$ cat config.mk
export PLATFORM = sky130hd
export DESIGN_NAME = scc_clock_ctrl
export DESIGN_NICKNAME = d
export VERILOG_FILES = /design/src/design/scc_pkg.sv /design/src/design/scc_clock_ctrl.sv /design/src/design/scc_frac_div.sv
export SDC_FILE = /design/constraint.sdc
export NUM_CORES = 1
export LEC_CHECK = 0
export BUFFER_PORTS_ARGS = -buffer_cell sky130_fd_sc_hd__buf_2
export CELL_PAD_IN_SITES_DETAIL_PLACEMENT = 0
export CELL_PAD_IN_SITES_GLOBAL_PLACEMENT = 1
export CORE_ASPECT_RATIO = 0.8
export CORE_MARGIN = 3
export CORE_UTILIZATION = 48
export DETAILED_ROUTE_END_ITERATION = 8
export GPL_TIMING_DRIVEN = 0
export MAX_ROUTING_LAYER = met4
export PLACE_DENSITY = 0.84
export SYNTH_ARGS = -nofsm -noshare
export SYNTH_HDL_FRONTEND = slang
export SYNTH_HIERARCHICAL = 1
export SYNTH_SLANG_ARGS = --single-unit
$ cat constraint.sdc
create_clock -name clk_i -period 6.36 [get_ports clk_i]
set_clock_uncertainty 0.1 [all_clocks]
set_input_delay 0.318 -clock clk_i [delete_from_list [all_inputs] [get_ports clk_i]]
set_output_delay 0.318 -clock clk_i [all_outputs]
set_load 0.03 [all_outputs]
$ cat src/design/scc_pkg.sv
// constants shared by the system and module clock controller
// assumes a classic wishbone slave with 32-bit data, word index = byte address / 4
package scc_pkg;

  // register indexes; the byte address is four times the index
  localparam logic [7:0] IDX_GATE_A = 8'h63;
  localparam logic [7:0] IDX_GATE_B = 8'h64;
  localparam logic [7:0] IDX_GATE_C = 8'h65;
  localparam logic [7:0] IDX_SYS_SEL = 8'h66;
  localparam logic [7:0] IDX_I2S_STEP = 8'h67;
  localparam logic [7:0] IDX_I2S_MOD = 8'h68;
  localparam logic [7:0] IDX_CODEC_DIVIDER_STEP = 8'h6c;
  localparam logic [7:0] IDX_CODEC_DIVIDER_MODULUS = 8'h6d;
  localparam logic [7:0] IDX_FAST_SEL = 8'h70;
  localparam logic [7:0] IDX_STATUS = 8'h71;

  // reset values
  localparam logic [7:0] RST_GATE_A = 8'h83;
  localparam logic [7:0] RST_GATE_B = 8'h00;
  localparam logic [7:0] RST_GATE_C = 8'h30;
  localparam logic [7:0] RST_SYS_SEL = 8'h06;
  localparam logic [7:0] RST_I2S_STEP = 8'h00;
  localparam logic [7:0] RST_I2S_MOD = 8'h02;
  localparam logic [7:0] RST_CODEC_DIVIDER_STEP = 8'h01;
  localparam logic [7:0] RST_CODEC_DIVIDER_MODULUS = 8'h02;
  localparam logic [7:0] RST_FAST_SEL = 8'h00;

  // field positions
  localparam int SYS_DIV_LSB = 0;
  localparam int SYS_DIV_W = 5;
  localparam int SYS_SRC_LSB = 5;
  localparam int SYS_FSEL_BIT = 7;
  localparam int FAST_SEL_BIT = 0;
  localparam int FRAC_EN_BIT = 7;
  localparam int FRAC_STEP_W = 7;
  localparam int FRAC_MOD_W = 8;

  // system clock source field encoding
  localparam logic [1:0] SRC_RC = 2'h0;
  localparam logic [1:0] SRC_FAST = 2'h1;
  localparam logic [1:0] SRC_DIV = 2'h2;
  localparam logic [1:0] SRC_32M = 2'h3;

  // fast clock select encoding {fast_sel[0], sys_sel[7]}
  localparam logic [1:0] FSEL_DBL = 2'h0;
  localparam logic [1:0] FSEL_RC = 2'h1;

  // smallest legal divider value
  localparam logic [4:0] DIV_MIN = 5'h02;

  // source clock pins, index into the synchroniser bank
  localparam int NSRC = 3;
  localparam int PIN_RC = 0;
  localparam int PIN_XTAL = 1;
  localparam int PIN_DBL = 2;

  localparam int NGATE = 24;

  typedef enum logic [1:0] {
    SW_RUN,
    SW_PARK,
    SW_SKIP
  } scc_sw_e;

endpackage

$ cat src/design/scc_clock_ctrl.sv
// system clock selection, module clock gating and audio clock dividers
// assumes source clocks arrive as pins far slower than clk_i and a wishbone master
`timescale 1ns/1ps

// Function
// (RULE_01) four system clock sources: rc_osc_clock, fast, divided fast, 32M from 48M
// (RULE_02) select register bits 6:5 choose the system clock source
// (RULE_03) source code 00 rc, 01 fast, 10 divided fast, 11 32M
// (RULE_04) fast clock chosen by fast select bit 0 and select register bit 7
// (RULE_05) fast code 00 doubled 48M, 01 rc_osc_clock, 1x crystal 24M
// (RULE_06) source 10 gives fast clock divided by select register bits 4:0
// (RULE_07) software never writes divider value 0 or 1
// (RULE_08) three module gate registers at 0x63 to 0x65 gate module clocks
// (RULE_09) gate bit one runs the module clock, zero stops it
// (RULE_10) timer clock is crystal clock times two thirds, fixed 16M
// (RULE_11) usb clock is the 48M doubled crystal clock directly
// (RULE_12) serial audio clock runs only while 0x67 bit 7 is one
// (RULE_13) serial audio clock is 48M times step over mod, 0x67 and 0x68
// (RULE_14) software keeps serial audio mod at least twice its step
// (RULE_15) codec clock enabled by 0x6c bit 7, stopped while zero
// (RULE_16) codec clock is 48M times step over mod, 0x6c and 0x6d
// (RULE_17) software keeps codec_divider_modulus at least twice its step
// (RULE_18) source or divider change never makes a runt system clock pulse
// (RULE_19) fractional dividers accumulate step modulo mod per 48M edge
module scc_clock_ctrl (
  input wire logic clk_i,  // core clock, 125 MHz
  input wire logic rst_i,  // synchronous reset, active high
  input wire logic wb_cyc_i,  // wishbone cycle
  input wire logic wb_stb_i,  // wishbone strobe
  input wire logic wb_we_i,  // wishbone write enable
  input wire logic [9:0] wb_adr_i,  // wishbone byte address
  input wire logic [3:0] wb_sel_i,  // wishbone byte selects
  input wire logic [31:0] wb_dat_i,  // wishbone write data
  output logic [31:0] wb_dat_o,  // wishbone read data
  output logic wb_ack_o,  // wishbone acknowledge
  input wire logic rc_osc_clock_i,  // rc oscillator 24M pin
  input wire logic crystal_clock_i,  // crystal 24M pin
  input wire logic doubled_clock_i,  // doubled crystal 48M pin
  output logic sys_clock_o,  // system clock
  output logic [23:0] module_clock_o,  // gated module clocks
  output logic timer_clock_o,  // system timer clock 16M
  output logic usb_clock_o,  // usb clock 48M
  output logic i2s_clock_o,  // serial audio clock
  output logic codec_clock_o  // codec clock
);

  // ---------------- registers ----------------
  logic [7:0] module_gate_reg_a;
  logic [7:0] module_gate_reg_b;
  logic [7:0] module_gate_reg_c;
  logic [7:0] system_clock_select_reg;
  logic [7:0] i2s_step_r;
  logic [7:0] i2s_mod_r;
  logic [7:0] codec_divider_step_r;
  logic [7:0] codec_divider_modulus_r;
  logic [7:0] fast_clock_select_r;

  logic [7:0] idx;
  logic req;
  logic wr;
  logic [7:0] rd_nxt;

  assign idx = wb_adr_i[9:2];
  assign req = wb_cyc_i && wb_stb_i && !wb_ack_o;
  assign wr = req && wb_we_i && wb_sel_i[0];

  always_ff @(posedge clk_i) begin
    if (rst_i) begin
      wb_ack_o <= 1'b0;
    end else begin
      wb_ack_o <= req;
    end
  end

  always_ff @(posedge clk_i) begin
    if (rst_i) begin
      module_gate_reg_a <= scc_pkg::RST_GATE_A;
      module_gate_reg_b <= scc_pkg::RST_GATE_B;
      module_gate_reg_c <= scc_pkg::RST_GATE_C;
      system_clock_select_reg <= scc_pkg::RST_SYS_SEL;
      i2s_step_r <= scc_pkg::RST_I2S_STEP;
      i2s_mod_r <= scc_pkg::RST_I2S_MOD;
      codec_divider_step_r <= scc_pkg::RST_CODEC_DIVIDER_STEP;
      codec_divider_modulus_r <= scc_pkg::RST_CODEC_DIVIDER_MODULUS;
      fast_clock_select_r <= scc_pkg::RST_FAST_SEL;
    end else if (wr) begin
      case (idx)
        scc_pkg::IDX_GATE_A: module_gate_reg_a <= wb_dat_i[7:0];  // RULE_08
        scc_pkg::IDX_GATE_B: module_gate_reg_b <= wb_dat_i[7:0];  // RULE_08
        scc_pkg::IDX_GATE_C: module_gate_reg_c <= wb_dat_i[7:0];  // RULE_08
        scc_pkg::IDX_SYS_SEL: system_clock_select_reg <= wb_dat_i[7:0];  // RULE_02
        scc_pkg::IDX_I2S_STEP: i2s_step_r <= wb_dat_i[7:0];
        scc_pkg::IDX_I2S_MOD: i2s_mod_r <= wb_dat_i[7:0];
        scc_pkg::IDX_CODEC_DIVIDER_STEP: codec_divider_step_r <= wb_dat_i[7:0];
        scc_pkg::IDX_CODEC_DIVIDER_MODULUS: codec_divider_modulus_r <= wb_dat_i[7:0];
        scc_pkg::IDX_FAST_SEL: fast_clock_select_r <= wb_dat_i[7:0];
        default: begin
        end
      endcase
    end
  end

  // ---------------- source pin synchronisers ----------------
  logic [2:0] pin_in;
  logic [2:0] edge_tick;

  assign pin_in[scc_pkg::PIN_RC] = rc_osc_clock_i;
  assign pin_in[scc_pkg::PIN_XTAL] = crystal_clock_i;
  assign pin_in[scc_pkg::PIN_DBL] = doubled_clock_i;

  genvar g;
  generate
    for (g = 0; g < scc_pkg::NSRC; g = g + 1) begin : g_sync
      logic meta_r;
      logic sync_r;
      logic last_r;
      always_ff @(posedge clk_i) begin
        if (rst_i) begin
          meta_r <= 1'b0;
          sync_r <= 1'b0;
          last_r <= 1'b0;
        end else begin
          meta_r <= pin_in[g];
          sync_r <= meta_r;
          last_r <= sync_r;
        end
      end
      // one pulse per source edge, rising or falling
      assign edge_tick[g] = sync_r ^ last_r;
    end
  endgenerate

  logic rc_tick;
  logic xtal_tick;
  logic dbl_tick;
  assign rc_tick = edge_tick[scc_pkg::PIN_RC];
  assign xtal_tick = edge_tick[scc_pkg::PIN_XTAL];
  assign dbl_tick = edge_tick[scc_pkg::PIN_DBL];

  // ---------------- two-thirds dividers: 48M to 32M, crystal to 16M ----------------
  logic [1:0] third_in;
  logic [1:0] third_tick;
  logic [1:0] third_clk;

  assign third_in[0] = dbl_tick;  // RULE_01
  assign third_in[1] = xtal_tick;  // RULE_10

  generate
    for (g = 0; g < 2; g = g + 1) begin : g_third
      logic [1:0] cnt_r;
      logic lvl_r;
      // toggle on two of every three source edges
      assign third_tick[g] = third_in[g] && (cnt_r != 2'h2);
      always_ff @(posedge clk_i) begin
        if (rst_i) begin
          cnt_r <= 2'h0;
        end else if (third_in[g]) begin
          cnt_r <= (cnt_r == 2'h2) ? 2'h0 : cnt_r + 2'h1;
        end
      end
      always_ff @(posedge clk_i) begin
        if (rst_i) begin
          lvl_r <= 1'b0;
        end else if (third_tick[g]) begin
          lvl_r <= ~lvl_r;
        end
      end
      assign third_clk[g] = lvl_r;
    end
  endgenerate

  assign timer_clock_o = third_clk[1];  // RULE_10

  always_ff @(posedge clk_i) begin
    if (rst_i) begin
      usb_clock_o <= 1'b0;
    end else begin
      usb_clock_o <= g_sync[scc_pkg::PIN_DBL].sync_r;  // RULE_11
    end
  end

  // ---------------- system clock switch ----------------
  logic [1:0] req_src;
  logic [1:0] req_fsel;
  logic [4:0] req_div;
  logic [1:0] act_src_r;
  logic [1:0] act_fsel_r;
  logic [4:0] act_div_r;
  logic [4:0] div_cnt_r;
  logic [4:0] div_eff;
  logic fast_tick;
  logic div_tick;
  logic sel_tick;
  logic pending;
  logic load;
  logic sys_clk_r;
  logic sys_clk_nxt;
  scc_pkg::scc_sw_e sw_r;
  scc_pkg::scc_sw_e sw_nxt;

  assign req_src = system_clock_select_reg[scc_pkg::SYS_SRC_LSB +: 2];  // RULE_02
  assign req_fsel = {fast_clock_select_r[scc_pkg::FAST_SEL_BIT],
                     system_clock_select_reg[scc_pkg::SYS_FSEL_BIT]};  // RULE_04
  assign req_div = system_clock_select_reg[scc_pkg::SYS_DIV_LSB +: scc_pkg::SYS_DIV_W];
  assign pending = (req_src != act_src_r) || (req_fsel != act_fsel_r) ||
                   (req_div != act_div_r);

  // a divider of 0 or 1 is illegal; it is run as the smallest legal value
  assign div_eff = (act_div_r < scc_pkg::DIV_MIN) ? scc_pkg::DIV_MIN : act_div_r;  // RULE_07

  always_comb begin
    case (act_fsel_r)
      scc_pkg::FSEL_DBL: fast_tick = dbl_tick;  // RULE_05
      scc_pkg::FSEL_RC: fast_tick = rc_tick;  // RULE_05
      default: fast_tick = xtal_tick;  // RULE_05
    endcase
  end

  // toggling every div edges gives the fast frequency over div
  assign div_tick = fast_tick && (div_cnt_r == div_eff - 5'h01);  // RULE_06

  always_comb begin
    case (act_src_r)
      scc_pkg::SRC_RC: sel_tick = rc_tick;  // RULE_03
      scc_pkg::SRC_FAST: sel_tick = fast_tick;  // RULE_03
      scc_pkg::SRC_DIV: sel_tick = div_tick;  // RULE_03
      default: sel_tick = third_tick[0];  // RULE_03
    endcase
  end

  // change sources only while low, then discard the first new edge
  always_comb begin
    sw_nxt = sw_r;
    load = 1'b0;
    sys_clk_nxt = sys_clk_r;
    case (sw_r)
      scc_pkg::SW_RUN: begin
        if (pending && !sys_clk_r) begin
          load = 1'b1;  // RULE_18
          sw_nxt = scc_pkg::SW_SKIP;
        end else if (pending) begin
          sw_nxt = scc_pkg::SW_PARK;
        end else if (sel_tick) begin
          sys_clk_nxt = ~sys_clk_r;
        end
      end
      scc_pkg::SW_PARK: begin
        if (sel_tick) begin
          sys_clk_nxt = 1'b0;  // RULE_18
          load = 1'b1;
          sw_nxt = scc_pkg::SW_SKIP;
        end
      end
      scc_pkg::SW_SKIP: begin
        if (sel_tick) begin
          sw_nxt = scc_pkg::SW_RUN;  // RULE_18
        end
      end
      default: sw_nxt = scc_pkg::SW_RUN;
    endcase
  end

  always_ff @(posedge clk_i) begin
    if (rst_i) begin
      sw_r <= scc_pkg::SW_SKIP;
    end else begin
      sw_r <= sw_nxt;
    end
  end

  always_ff @(posedge clk_i) begin
    if (rst_i) begin
      sys_clk_r <= 1'b0;
    end else begin
      sys_clk_r <= sys_clk_nxt;
    end
  end

  always_ff @(posedge clk_i) begin
    if (rst_i) begin
      act_src_r <= scc_pkg::RST_SYS_SEL[scc_pkg::SYS_SRC_LSB +: 2];
      act_fsel_r <= {scc_pkg::RST_FAST_SEL[scc_pkg::FAST_SEL_BIT],
                     scc_pkg::RST_SYS_SEL[scc_pkg::SYS_FSEL_BIT]};
      act_div_r <= scc_pkg::RST_SYS_SEL[scc_pkg::SYS_DIV_LSB +: scc_pkg::SYS_DIV_W];
    end else if (load) begin
      act_src_r <= req_src;  // RULE_18
      act_fsel_r <= req_fsel;
      act_div_r <= req_div;
    end
  end

  always_ff @(posedge clk_i) begin
    if (rst_i) begin
      div_cnt_r <= 5'h00;
    end else if (load) begin
      div_cnt_r <= 5'h00;
    end else if (div_tick) begin
      div_cnt_r <= 5'h00;
    end else if (fast_tick) begin
      div_cnt_r <= div_cnt_r + 5'h01;  // RULE_06
    end
  end

  assign sys_clock_o = sys_clk_r;  // RULE_01

  // ---------------- module clock gates ----------------
  logic [23:0] gate_en;
  assign gate_en = {module_gate_reg_c, module_gate_reg_b, module_gate_reg_a};

  generate
    for (g = 0; g < scc_pkg::NGATE; g = g + 1) begin : g_gate
      logic live_r;
      logic live_nxt;
      // the enable is only taken while the clock is low, so no runt pulses
      assign live_nxt = sys_clk_r ? live_r : gate_en[g];
      always_ff @(posedge clk_i) begin
        if (rst_i) begin
          live_r <= 1'b0;
          module_clock_o[g] <= 1'b0;
        end else begin
          live_r <= live_nxt;  // RULE_08
          module_clock_o[g] <= sys_clk_nxt & live_nxt;  // RULE_09
        end
      end
    end
  endgenerate

  // ---------------- fractional audio dividers ----------------
  scc_frac_div u_i2s_div (
    .clk_i(clk_i),
    .rst_i(rst_i),
    .tick_i(dbl_tick),
    .en_i(i2s_step_r[scc_pkg::FRAC_EN_BIT]),  // RULE_12
    .step_i(i2s_step_r[scc_pkg::FRAC_STEP_W-1:0]),  // RULE_13
    .mod_i(i2s_mod_r),  // RULE_13
    .clk_o(i2s_clock_o)
  );

  scc_frac_div u_codec_div (
    .clk_i(clk_i),
    .rst_i(rst_i),
    .tick_i(dbl_tick),
    .en_i(codec_divider_step_r[scc_pkg::FRAC_EN_BIT]),  // RULE_15
    .step_i(codec_divider_step_r[scc_pkg::FRAC_STEP_W-1:0]),  // RULE_16
    .mod_i(codec_divider_modulus_r),  // RULE_16
    .clk_o(codec_clock_o)
  );

  // ---------------- read path ----------------
  always_comb begin
    case (idx)
      scc_pkg::IDX_GATE_A: rd_nxt = module_gate_reg_a;
      scc_pkg::IDX_GATE_B: rd_nxt = module_gate_reg_b;
      scc_pkg::IDX_GATE_C: rd_nxt = module_gate_reg_c;
      scc_pkg::IDX_SYS_SEL: rd_nxt = system_clock_select_reg;
      scc_pkg::IDX_I2S_STEP: rd_nxt = i2s_step_r;
      scc_pkg::IDX_I2S_MOD: rd_nxt = i2s_mod_r;
      scc_pkg::IDX_CODEC_DIVIDER_STEP: rd_nxt = codec_divider_step_r;
      scc_pkg::IDX_CODEC_DIVIDER_MODULUS: rd_nxt = codec_divider_modulus_r;
      scc_pkg::IDX_FAST_SEL: rd_nxt = fast_clock_select_r;
      scc_pkg::IDX_STATUS: rd_nxt = {2'h0, sys_clk_r, (sw_r != scc_pkg::SW_RUN),
                                     act_fsel_r, act_src_r};
      default: rd_nxt = 8'h00;
    endcase
  end

  always_ff @(posedge clk_i) begin
    if (rst_i) begin
      wb_dat_o <= 32'h00000000;
    end else if (req) begin
      wb_dat_o <= {24'h000000, rd_nxt};
    end
  end

endmodule // scc_clock_ctrl

$ cat src/design/scc_frac_div.sv
// fractional step/mod clock divider
// assumes tick_i marks every edge of the 48 MHz source, sampled on clk_i
`timescale 1ns/1ps
module scc_frac_div (
  input wire logic clk_i,  // core clock
  input wire logic rst_i,  // synchronous reset, active high
  input wire logic tick_i,  // one pulse per source edge
  input wire logic en_i,  // divider enable
  input wire logic [6:0] step_i,  // step value
  input wire logic [7:0] mod_i,  // modulus value
  output logic clk_o  // divided clock level
);

  logic [8:0] acc_r;
  logic [8:0] acc_nxt;
  logic wrap;

  // two source edges per period, so a toggle per wrap gives 48M*step/mod
  always_comb begin
    acc_nxt = acc_r + {2'h0, step_i};
    wrap = (mod_i != 8'h00) && (acc_nxt >= {1'b0, mod_i});
    if (wrap) begin
      acc_nxt = acc_nxt - {1'b0, mod_i};
    end
  end

  always_ff @(posedge clk_i) begin
    if (rst_i) begin
      acc_r <= 9'h000;
    end else if (!en_i) begin
      acc_r <= 9'h000;
    end else if (tick_i) begin
      acc_r <= acc_nxt;  // RULE_19
    end
  end

  always_ff @(posedge clk_i) begin
    if (rst_i) begin
      clk_o <= 1'b0;
    end else if (!en_i) begin
      clk_o <= 1'b0;
    end else if (tick_i && wrap) begin
      clk_o <= ~clk_o;
    end
  end

endmodule // scc_frac_div

==> metrics.yaml, run 1 <==
async_flop_share: 0
instances_no_fill: 1465
cts_buffer_depth: 2
grt_remaining_overflow: 0
path_max_fanout: 12
holdWs_ns: 0.0202
vias: 7987
fin_crit_sh: 0.642
nets: 1284
yosysWarningCount: 6
drive_above_1_share: 0.133
dp_hpwl_microns: 19800
portBuffers: 53
die_area_sq_mm: 0.0218
ir_worst_vdd_v: 0.000201
num_io_pins: 116
status: "finished clean"
dr.pass1.iters: 5
final_hold_viol_count: 0
path_class: "reg -> reg"
grt_max_degree: 23
cts_buffers: 17
netlist_instances: 1097
antennaDiodeCount: 0
fill_cells: 1770
setup_viol: 0
via_per_inst: 5.45
most-common-layout-cells: "dfxtp_1 (180), nor2_1 (116), nand2_1 (101)"
die_h_microns: 133
grt_pass1_vias: 7404
drt_wl_total_microns: 26500
synth_flop_cell: "dfxtp_1"
coreArea_sq_mm: 0.0193
layout_commonest_cell: "dfxtp_1"
insertion_delay_ns: 0.45
drc: 0
required_ns: 6.65
setup_tns_ns: 0
drv_cap: 0
area_growth_pct: 13.9
cts_tree: "done"
grt_usage: 0.253
fmax_mhz: 245
grt_pass1_wl_microns: 42000
gp_congestion: 0.936
ant_nets: 0
cts.reportedPaths.clkPinSlew_ns: 0.08
antenna_found_initial: 0
rows: 45
ys_types: 86
top_regs: "g_gate.live_r: 24 flops, module_clock_o: 24 flops"
cts_sinks: 180
power.leakage_nw: 4.58
rsz0062_at_grt: "no"
min_period_ns: 4.08
die_x_microns: 164
p_per_area_mw_per_mm2: 221
hold_path_class: "in -> reg"
relSlewSlack: 0.279
slew_viol_final: 0
syn_avg_cell_area_sq_um: 8.77
cts-root-buf: "clkbuf_16"
h-tree-depth: 4
cts_setup_buffers: 0
p_total_mw: 2.42
start_util: 0.498
crit_arrival_ns: 4.38
placed_cells: 1431
synth_edf_count: 0
synth_seq_area_share: 0.374
synth_seq_cells: 180
drtIter0Drc: 545
end_kind: "register"
worst_pin_slew_ns: 1.07
syn-cell-area_sq_mm: 0.00962
wl_per_cell_microns: 18.1
cp-start-kind: "register"
==> where the power goes <==
group | switching [mW] | total [mW] | leakage, nW | internal (mW)
combinational | 0.113 | 0.162 | 2.82 | 0.0486
clock | 0.564 | 1.12 | 0.307 | 0.552
sequential | 0.00636 | 1.14 | 1.45 | 1.14
==> through the flow <==
stage | area [sq um] | setup WS, ns | utilization
2_1_floorplan | 9710 | 2.87 | -
3_3_place_gp | 10300 | 2.29 | 0.533
3_5_place_dp | 10300 | 2.29 | 0.533
4_1_cts | 11000 | 2.27 | 0.567
5_1_grt | 11000 | 1.77 | 0.567
6_report | 11000 | 2.28 | 0.567
==> timing repair <==
| item | in CTS | in global routing |
|---|---|---|
| endpoints found under the setup margin | 0 | 0 |
| hold buffers | 2 | 0 |
| gates resized for setup | 0 | 0 |
| hold endpoints to repair | 2 | 0 |
==> Yosys cell counts (all sizes together) (5+ instances only) <==
library cell | count | area share
a2111oi | 5 | 0.0065
a211o | 6 | 0.0055
a211oi | 14 | 0.013
a21o | 12 | 0.0095
a21oi | 68 | 0.035
a22o | 8 | 0.0073
a22oi | 12 | 0.0094
a31oi | 6 | 0.0039
and2 | 26 | 0.017
and3 | 6 | 0.0040
buf | 40 | 0.030
clkbuf | 50 | 0.023
dfxtp | 180 | 0.37
ha | 32 | 0.042
inv | 38 | 0.015
mux2 | 13 | 0.015
mux2i | 80 | 0.083
nand2 | 101 | 0.039
nand2b | 21 | 0.014
nand3 | 30 | 0.016
nand3b | 12 | 0.0094
nand4 | 9 | 0.0059
nor2 | 116 | 0.045
nor2b | 22 | 0.014
nor3 | 27 | 0.016
nor3b | 5 | 0.0039
nor4 | 7 | 0.0061
o21ai | 25 | 0.013
o21bai | 7 | 0.0055
o2bb2ai | 5 | 0.0046
o31ai | 5 | 0.0068
or2 | 5 | 0.0033
xnor2 | 30 | 0.027
xor2 | 16 | 0.015
==> path summary, 6_finish.rpt <==
path | startpoint | end | slack, ns | depth (start not counted)
max reg2reg | usb_clock_o | module_clock_o[13] | 2.28 | 13
min | rc_osc_clock_i | g_sync[0].meta_r | 0.02 | 2
max | usb_clock_o | module_clock_o[13] | 2.28 | 13
min reg2reg | g_sync[0].meta_r | g_sync[0].sync_r | 0.34 | 1
==> worst max-delay path: stages, from the launching register on <==
cell and delay [ns]:
dfxtp_1 0.32, xnor2_1 0.43, inv_1 0.36, a222oi_1 0.39
buf_4 0.23, nor2_1 0.05, o32ai_1 0.53, a21o_2 0.19
ha_1 0.22, nand2_1 0.07, mux2i_1 0.06, a21oi_1 0.57
clkbuf_1 0.33, and2_1 0.18
==> area by class of cell <==
cell class / count / area [sq um] / area share
clock buffers: 17 / 425 / 0.0388
repair buffers: 55 / 285 / 0.0260
clock inverters: 15 / 216 / 0.0198
multi-input cells: 812 / 5460 / 0.498
well taps: 258 / 323 / 0.0295
inverters: 38 / 143 / 0.0130
plain buffers: 90 / 507 / 0.0462
flip-flops and latches: 180 / 3600 / 0.329
==> kinds of logic after synthesis <==
family	synth area share
AOI/OAI and AO/OA	0.155
xor gates and xnor gates	0.0419
adders and majority gates	0.0499
buffers and inverters	0.0675
DFF	0.374
muxes	0.0984
other	0.000390
and+or+nand+nor	0.212
==> layer usage <==
| metal | global-route usage | wire length, microns | part of all wire |
|---|---|---|---|
| met5 | - | 0 | 0 |
| met4 | 0.0606 | 345 | 0.013 |
| met3 | 0.0466 | 1660 | 0.063 |
| met2 | 0.351 | 11300 | 0.42 |
| met1 | 0.377 | 13300 | 0.50 |
Note: power is estimated with default switching activity, not from simulation.
==> run 2: changes to the inputs <==
Settings changed: ABC_AREA from default to 1, CORE_UTILIZATION 48 to 43, PLACE_DENSITY 0.84 to 0.79.
Clock period 6.36 ns to 4.3 ns, I/O delays scaled along.
==> metrics.yaml, run 2 <==
ir_worst_vdd_v: 0.000263
min_period_ns: 3.76
p_clk_frac: 0.379
netlist_top_cells_area: "dfxtp_1 (39%), nand2_1 (7.7%), nor2_1 (6.6%)"
h-tree-depth: 4
path_max_fanout: 11
num_io_pins: 116
p_per_area_mw_per_mm2: 395
start_util: 0.444
crit_slowest_cell: "xor2_1"
layout_commonest_cell: "nand2_1"
regArea_sq_mm: 0.00360
insertion_delay_ns: 0.45
p_total_mw: 4.25
postCtsHoldBufs: 8
status: "finished clean"
cts_buffer_depth: 2
cts.reportedPaths.clkPinSlew_ns: 0.09
most-common-layout-cells: "nand2_1 (192), dfxtp_1 (180), nor2_1 (163)"
drv_cap: 0
top_regs: "g_gate.live_r: 24 flops, module_clock_o: 24 flops"
synth_top_area_frac: 0.386
end_kind: "register"
worst_pin_slew_ns: 1.33
die_x_microns: 171
cts_tree: "done"
power_frac_comb: 0.193
fmax_mhz: 266
hold_path_class: "in -> reg"
synth_seq_area_share: 0.386
use_met2: 0.335
antennaDiodeCount: 0
cts_setup_buffers: 0
portBuffers: 61
die_h_microns: 138
grt_pass1_wl_microns: 41500
rsz0062_at_grt: "no"
fill_cells: 2129
met1_usage: 0.348
cts-root-buf: "clkbuf_16"
relSlewSlack: 0.110
netlist_instances: 1256
cts_sinks: 180
path_class: "reg -> reg"
cts_buffers: 17
yosysWarningCount: 6
synth_flop_cell: "dfxtp_1"
cts-resized-gates: 0
setup_tns_ns: 0
gp_congestion: 0.973
grt_pass1_vias: 7499
grt_max_degree: 21
reg2reg_slack_ns: 0.54
power.leakage_nw: 5.13
grt_remaining_overflow: 0
fin_crit_sh: 0.874
rows: 47
setup_viol: 0
switching_power_mw: 1.42
coreArea_sq_mm: 0.0210
async_flop_share: 0
grt_usage: 0.236
syn_avg_cell_area_sq_um: 7.43
syn-cell-area_sq_mm: 0.00933
wl_per_cell_microns: 16.2
crit_arrival_ns: 3.97
cp-start-kind: "register"
swShare: 0.334
nets: 1457
dp_hpwl_microns: 20400
yosysMostFrequentCell: "nand2_1"
final_hold_viol_count: 0
dr.pass1.iters: 5
path_cells: "xor2_1 -> nand3_1 -> nand3_2 -> nand3_1 -> inv_1 -> nand2_1 -> nand2_2 -> nand2_1 -> ha_1 -> inv_1 -> nor2_2 -> nor2_1 -> a221oi_4 -> buf_6 -> nor2_1"
die_area_sq_mm: 0.0235
synthTopCellsByCount: "nand2_1 (192), dfxtp_1 (180), nor2_1 (163), inv_1 (152), a21oi_1 (108)"
busiest_layer: "met1"
drive_above_1_share: 0.140
drc: 0
via_per_inst: 5.11
synth_seq_cells: 180
synth_top_cell_by_area: "dfxtp_1"
crit_path_max_incr_delay_ns: 1.02
ys_types: 50
antenna_found_initial: 1
required_ns: 4.51
drtIter0Drc: 711
slew_viol_final: 0
drt_wl_total_microns: 26800
seqPwrFrac: 0.429
vias: 8419
area_growth_pct: 15.3
met3_usage: 0.0430
synth_edf_count: 0
ant_nets: 0
p_int_mw: 2.83
multi_input_area_sq_mm: 0.00482
-- run 2: cell types whose count changed in the layout (fill, tap and decap cells not counted), moves of 18 or more --
cell	previous run	this run
nand2b_1	21	0
a21oi_1	68	108
nand2_1	101	192
xnor2_1	30	9
nor2b_1	22	0
clkbuf_1	46	18
inv_1	38	152
mux2i_1	80	0
o21ai_0	19	63
and2_1	26	0
nor2_1	116	163
nand3_1	30	85
nand2_2	0	18
-- run 2: per-stage QoR --
stage                     worst slack (ns)  hold slack [ns]  area [sq um]   util  instances
after floorplan                       1.36            0.222          9420      -       1279
after global placement               0.461            0.291         10100  0.479       1609
after detailed placement             0.498            0.297         10100  0.479       1609
after CTS                            0.460          0.00834         10800  0.512       1649
after global routing                 0.259           0.0220         10800  0.512       1649
final                                0.540           0.0280         10800  0.512       1649
-- run 2: layer usage --
metal,vias to the layer above,share of wire
met5,-,0
met4,0,0.011
met3,32,0.075
met2,274,0.41
met1,3817,0.51
li1,4296,-
-- run 2: final timing paths --
check | start | endpoint | depth (start not counted)
worst max-delay path | usb_clock_o | sys_clock_o | 15
worst min-delay path | wb_dat_i[1] | module_gate_reg_c[1] | 3
worst max register to register | usb_clock_o | sys_clock_o | 15
worst min register to register | g_sync[1].meta_r | g_sync[1].sync_r | 2
-- run 2: power by group through the flow --
stage / Clock (mW) / Sequential, mW / Combinational [mW]
finish: 1.61 / 1.82 / 0.818
global route: 1.69 / 1.83 / 0.913
global placement: 0 / 1.86 / 0.807
CTS: 1.63 / 1.82 / 0.823
floorplan: 0 / 1.89 / 0.566
detailed placement: 0 / 1.86 / 0.814
-- run 2: kinds of logic (layout without fill, tap and decap cells) --
| group | count (synthesis) | in the layout | synth area share |
|---|---|---|---|
| and+or+nand+nor | 553 | 553 | 0.280 |
| AOI/OAI and AO/OA | 225 | 225 | 0.139 |
| buffers and inverters | 222 | 323 | 0.106 |
| DFF | 180 | 180 | 0.386 |
| xor gates and xnor gates | 39 | 39 | 0.0366 |
| adders and majority gates | 36 | 36 | 0.0515 |
| other | 1 | 24 | 0.000402 |
-- run 2: cell type report --
cell class                 count  share of cell area
sequential                   180               0.335
timing repair buffer          69              0.0358
buffer                        58              0.0347
inverter                     164              0.0575
tap                          269              0.0313
clock buffer                  18              0.0408
clock inverter                14              0.0166
multi-input combinational    877               0.448
-- run 2: critical path: cells and delay by family, from the launching register on --
kind                       cells  cell delay [ns]
adders and majority gates      1             0.30
DFF                            1             0.35
xor gates and xnor gates       1             1.02
buffers and inverters          3             0.32
AOI/OAI and AO/OA              1             0.42
and+or+nand+nor                9             1.08
==> run 3: changes to the inputs <==
Settings changed: HOLD_SLACK_MARGIN from default to 0.08.
==> metrics.yaml, run 3 (synthesized netlist as in run 2, its figures left out) <==
status: "finished clean"
setup_viol: 0
crit_arrival_ns: 3.99
grt_remaining_overflow: 0
cts-resized-gates: 0
drtIter0Drc: 739
insertion_delay_ns: 0.45
cts_sinks: 180
fmax_mhz: 265
ir_worst_vdd_v: 0.000261
rsz0062_at_grt: "no"
die_area_sq_mm: 0.0235
grt_pass1_wl_microns: 41500
rows: 47
crit_path_max_incr_delay_ns: 1.03
whs_path_depth: 5
switching_power_mw: 1.42
met2_length_microns: 10900
final_hold_viol_count: 0
start_util: 0.444
required_ns: 4.51
cts-root-buf: "clkbuf_16"
rr_endpoint: "sys_clock_o"
drv_cap: 0
end_kind: "register"
cp_top_family: "simple AND/OR/NAND/NOR gates"
path_cells: "xor2_1 -> nand3_1 -> nand3_2 -> nand3_1 -> inv_1 -> nand2_1 -> nand2_2 -> nand2_1 -> ha_1 -> inv_1 -> nor2_2 -> nor2_1 -> a221oi_4 -> buf_6 -> nor2_1"
power.leakage_nw: 5.14
grt_pass1_vias: 7499
fin_crit_sh: 0.877
num_io_pins: 116
h-tree-depth: 4
portBuffers: 61
highest_layer: "met4"
die_h_microns: 138
grt_max_degree: 21
final_area_sq_mm: 0.0108
antennaDiodeCount: 0
path_max_fanout: 11
met3WireLength_microns: 1800
via_per_inst: 5.09
cts_tree: "done"
seqPwrFrac: 0.429
cp_num_cells: 15
hold_start: "wb_stb_i"
wl_met1_microns: 13900
drive_above_1_share: 0.140
postCtsHoldBufs: 10
hold_path_class: "in -> reg"
dp_hpwl_microns: 20400
coreArea_sq_mm: 0.0210
placed_area_sq_mm: 0.0101
die_x_microns: 171
r2r-start: "usb_clock_o"
cts_buffer_depth: 2
reg2reg_slack_ns: 0.53
swShare: 0.334
worst_pin_slew_ns: 1.34
top_regs: "g_gate.live_r: 24 flops, module_clock_o: 24 flops"
path_class: "reg -> reg"
dr.pass1.iters: 7
antenna_found_initial: 1
p_int_mw: 2.83
r2r_cells: 15
drc: 0
p_clk_frac: 0.378
setup_tns_ns: 0
gp_congestion: 0.973
layout_commonest_cell: "nand2_1"
final_util: 0.513
wl_per_cell_microns: 16.3
crit_slowest_cell: "xor2_1"
p_per_area_mw_per_mm2: 394
ant_nets: 0
cts_setup_buffers: 0
cts_buffers: 17
grt_usage: 0.236
cts.reportedPaths.clkPinSlew_ns: 0.09
drt_wl_total_microns: 26900
min_period_ns: 3.77
relSlewSlack: 0.101
vias: 8410
path_buf_inv: 3
hold_path_end: "wb_dat_o[3]"
pre_cts_slack_ns: 0.498
area_growth_pct: 15.5
power_frac_comb: 0.193
nets: 1459
fill_cells: 2125
slew_viol_final: 0
cp-start-kind: "register"
fin_ws_ns: 0.528
most-common-layout-cells: "nand2_1 (192), dfxtp_1 (180), nor2_1 (163)"
-- run 3: per-layer routing --
layer,vias to the layer above,GRT usage
met5,-,-
met4,0,0.0527
met2,264,0.335
li1,4307,-
met1,3811,0.348
met3,28,0.0430
-- run 3: worst max-delay path by stage --
stage / from / endpoint
detailed placement: g_sync[2].sync_r / sys_clock_o
global route: usb_clock_o / sys_clock_o
CTS: usb_clock_o / sys_clock_o
global placement: usb_clock_o / sys_clock_o
finish: usb_clock_o / sys_clock_o
floorplan: usb_clock_o / sys_clock_o
-- run 3: stage by stage --
step | total power [mW] | cells | hold slack (ns)
finish | 4.25 | 1651 | 0.116
global route | 4.44 | 1651 | 0.128
CTS | 4.28 | 1651 | 0.107
detailed placement | 2.67 | 1609 | 0.297
global placement | 2.67 | 1609 | 0.291
floorplan | 2.46 | 1279 | 0.222
-- run 3: power by group through the flow --
stage          clock [mW]  sequential [mW]  combinational [mW]
3_3_place_gp            0             1.86               0.807
3_5_place_dp            0             1.86               0.814
5_1_grt              1.69             1.83               0.915
2_1_floorplan           0             1.89               0.566
4_1_cts              1.63             1.82               0.825
6_report             1.61             1.82               0.820
-- run 3: area by class of cell --
class / instances / area, sq um / area share
clock buffers: 18 / 439 / 0.0408
well taps: 269 / 337 / 0.0312
plain buffers: 58 / 373 / 0.0346
clock inverters: 14 / 179 / 0.0166
inverters: 164 / 618 / 0.0574
repair buffers: 71 / 405 / 0.0376
flip-flops and latches: 180 / 3600 / 0.334
multi-input cells: 877 / 4820 / 0.447
-- run 3: worst register-to-register path, cell delays in order, from the launching register on --
cell,delay (ns)
dfxtp_1,0.35
xor2_1,1.03
nand3_1,0.32
nand3_2,0.25
nand3_1,0.09
inv_1,0.06
nand2_1,0.06
nand2_2,0.08
nand2_1,0.11
ha_1,0.30
inv_1,0.04
nor2_2,0.08
nor2_1,0.07
a221oi_4,0.42
buf_6,0.23
nor2_1,0.05
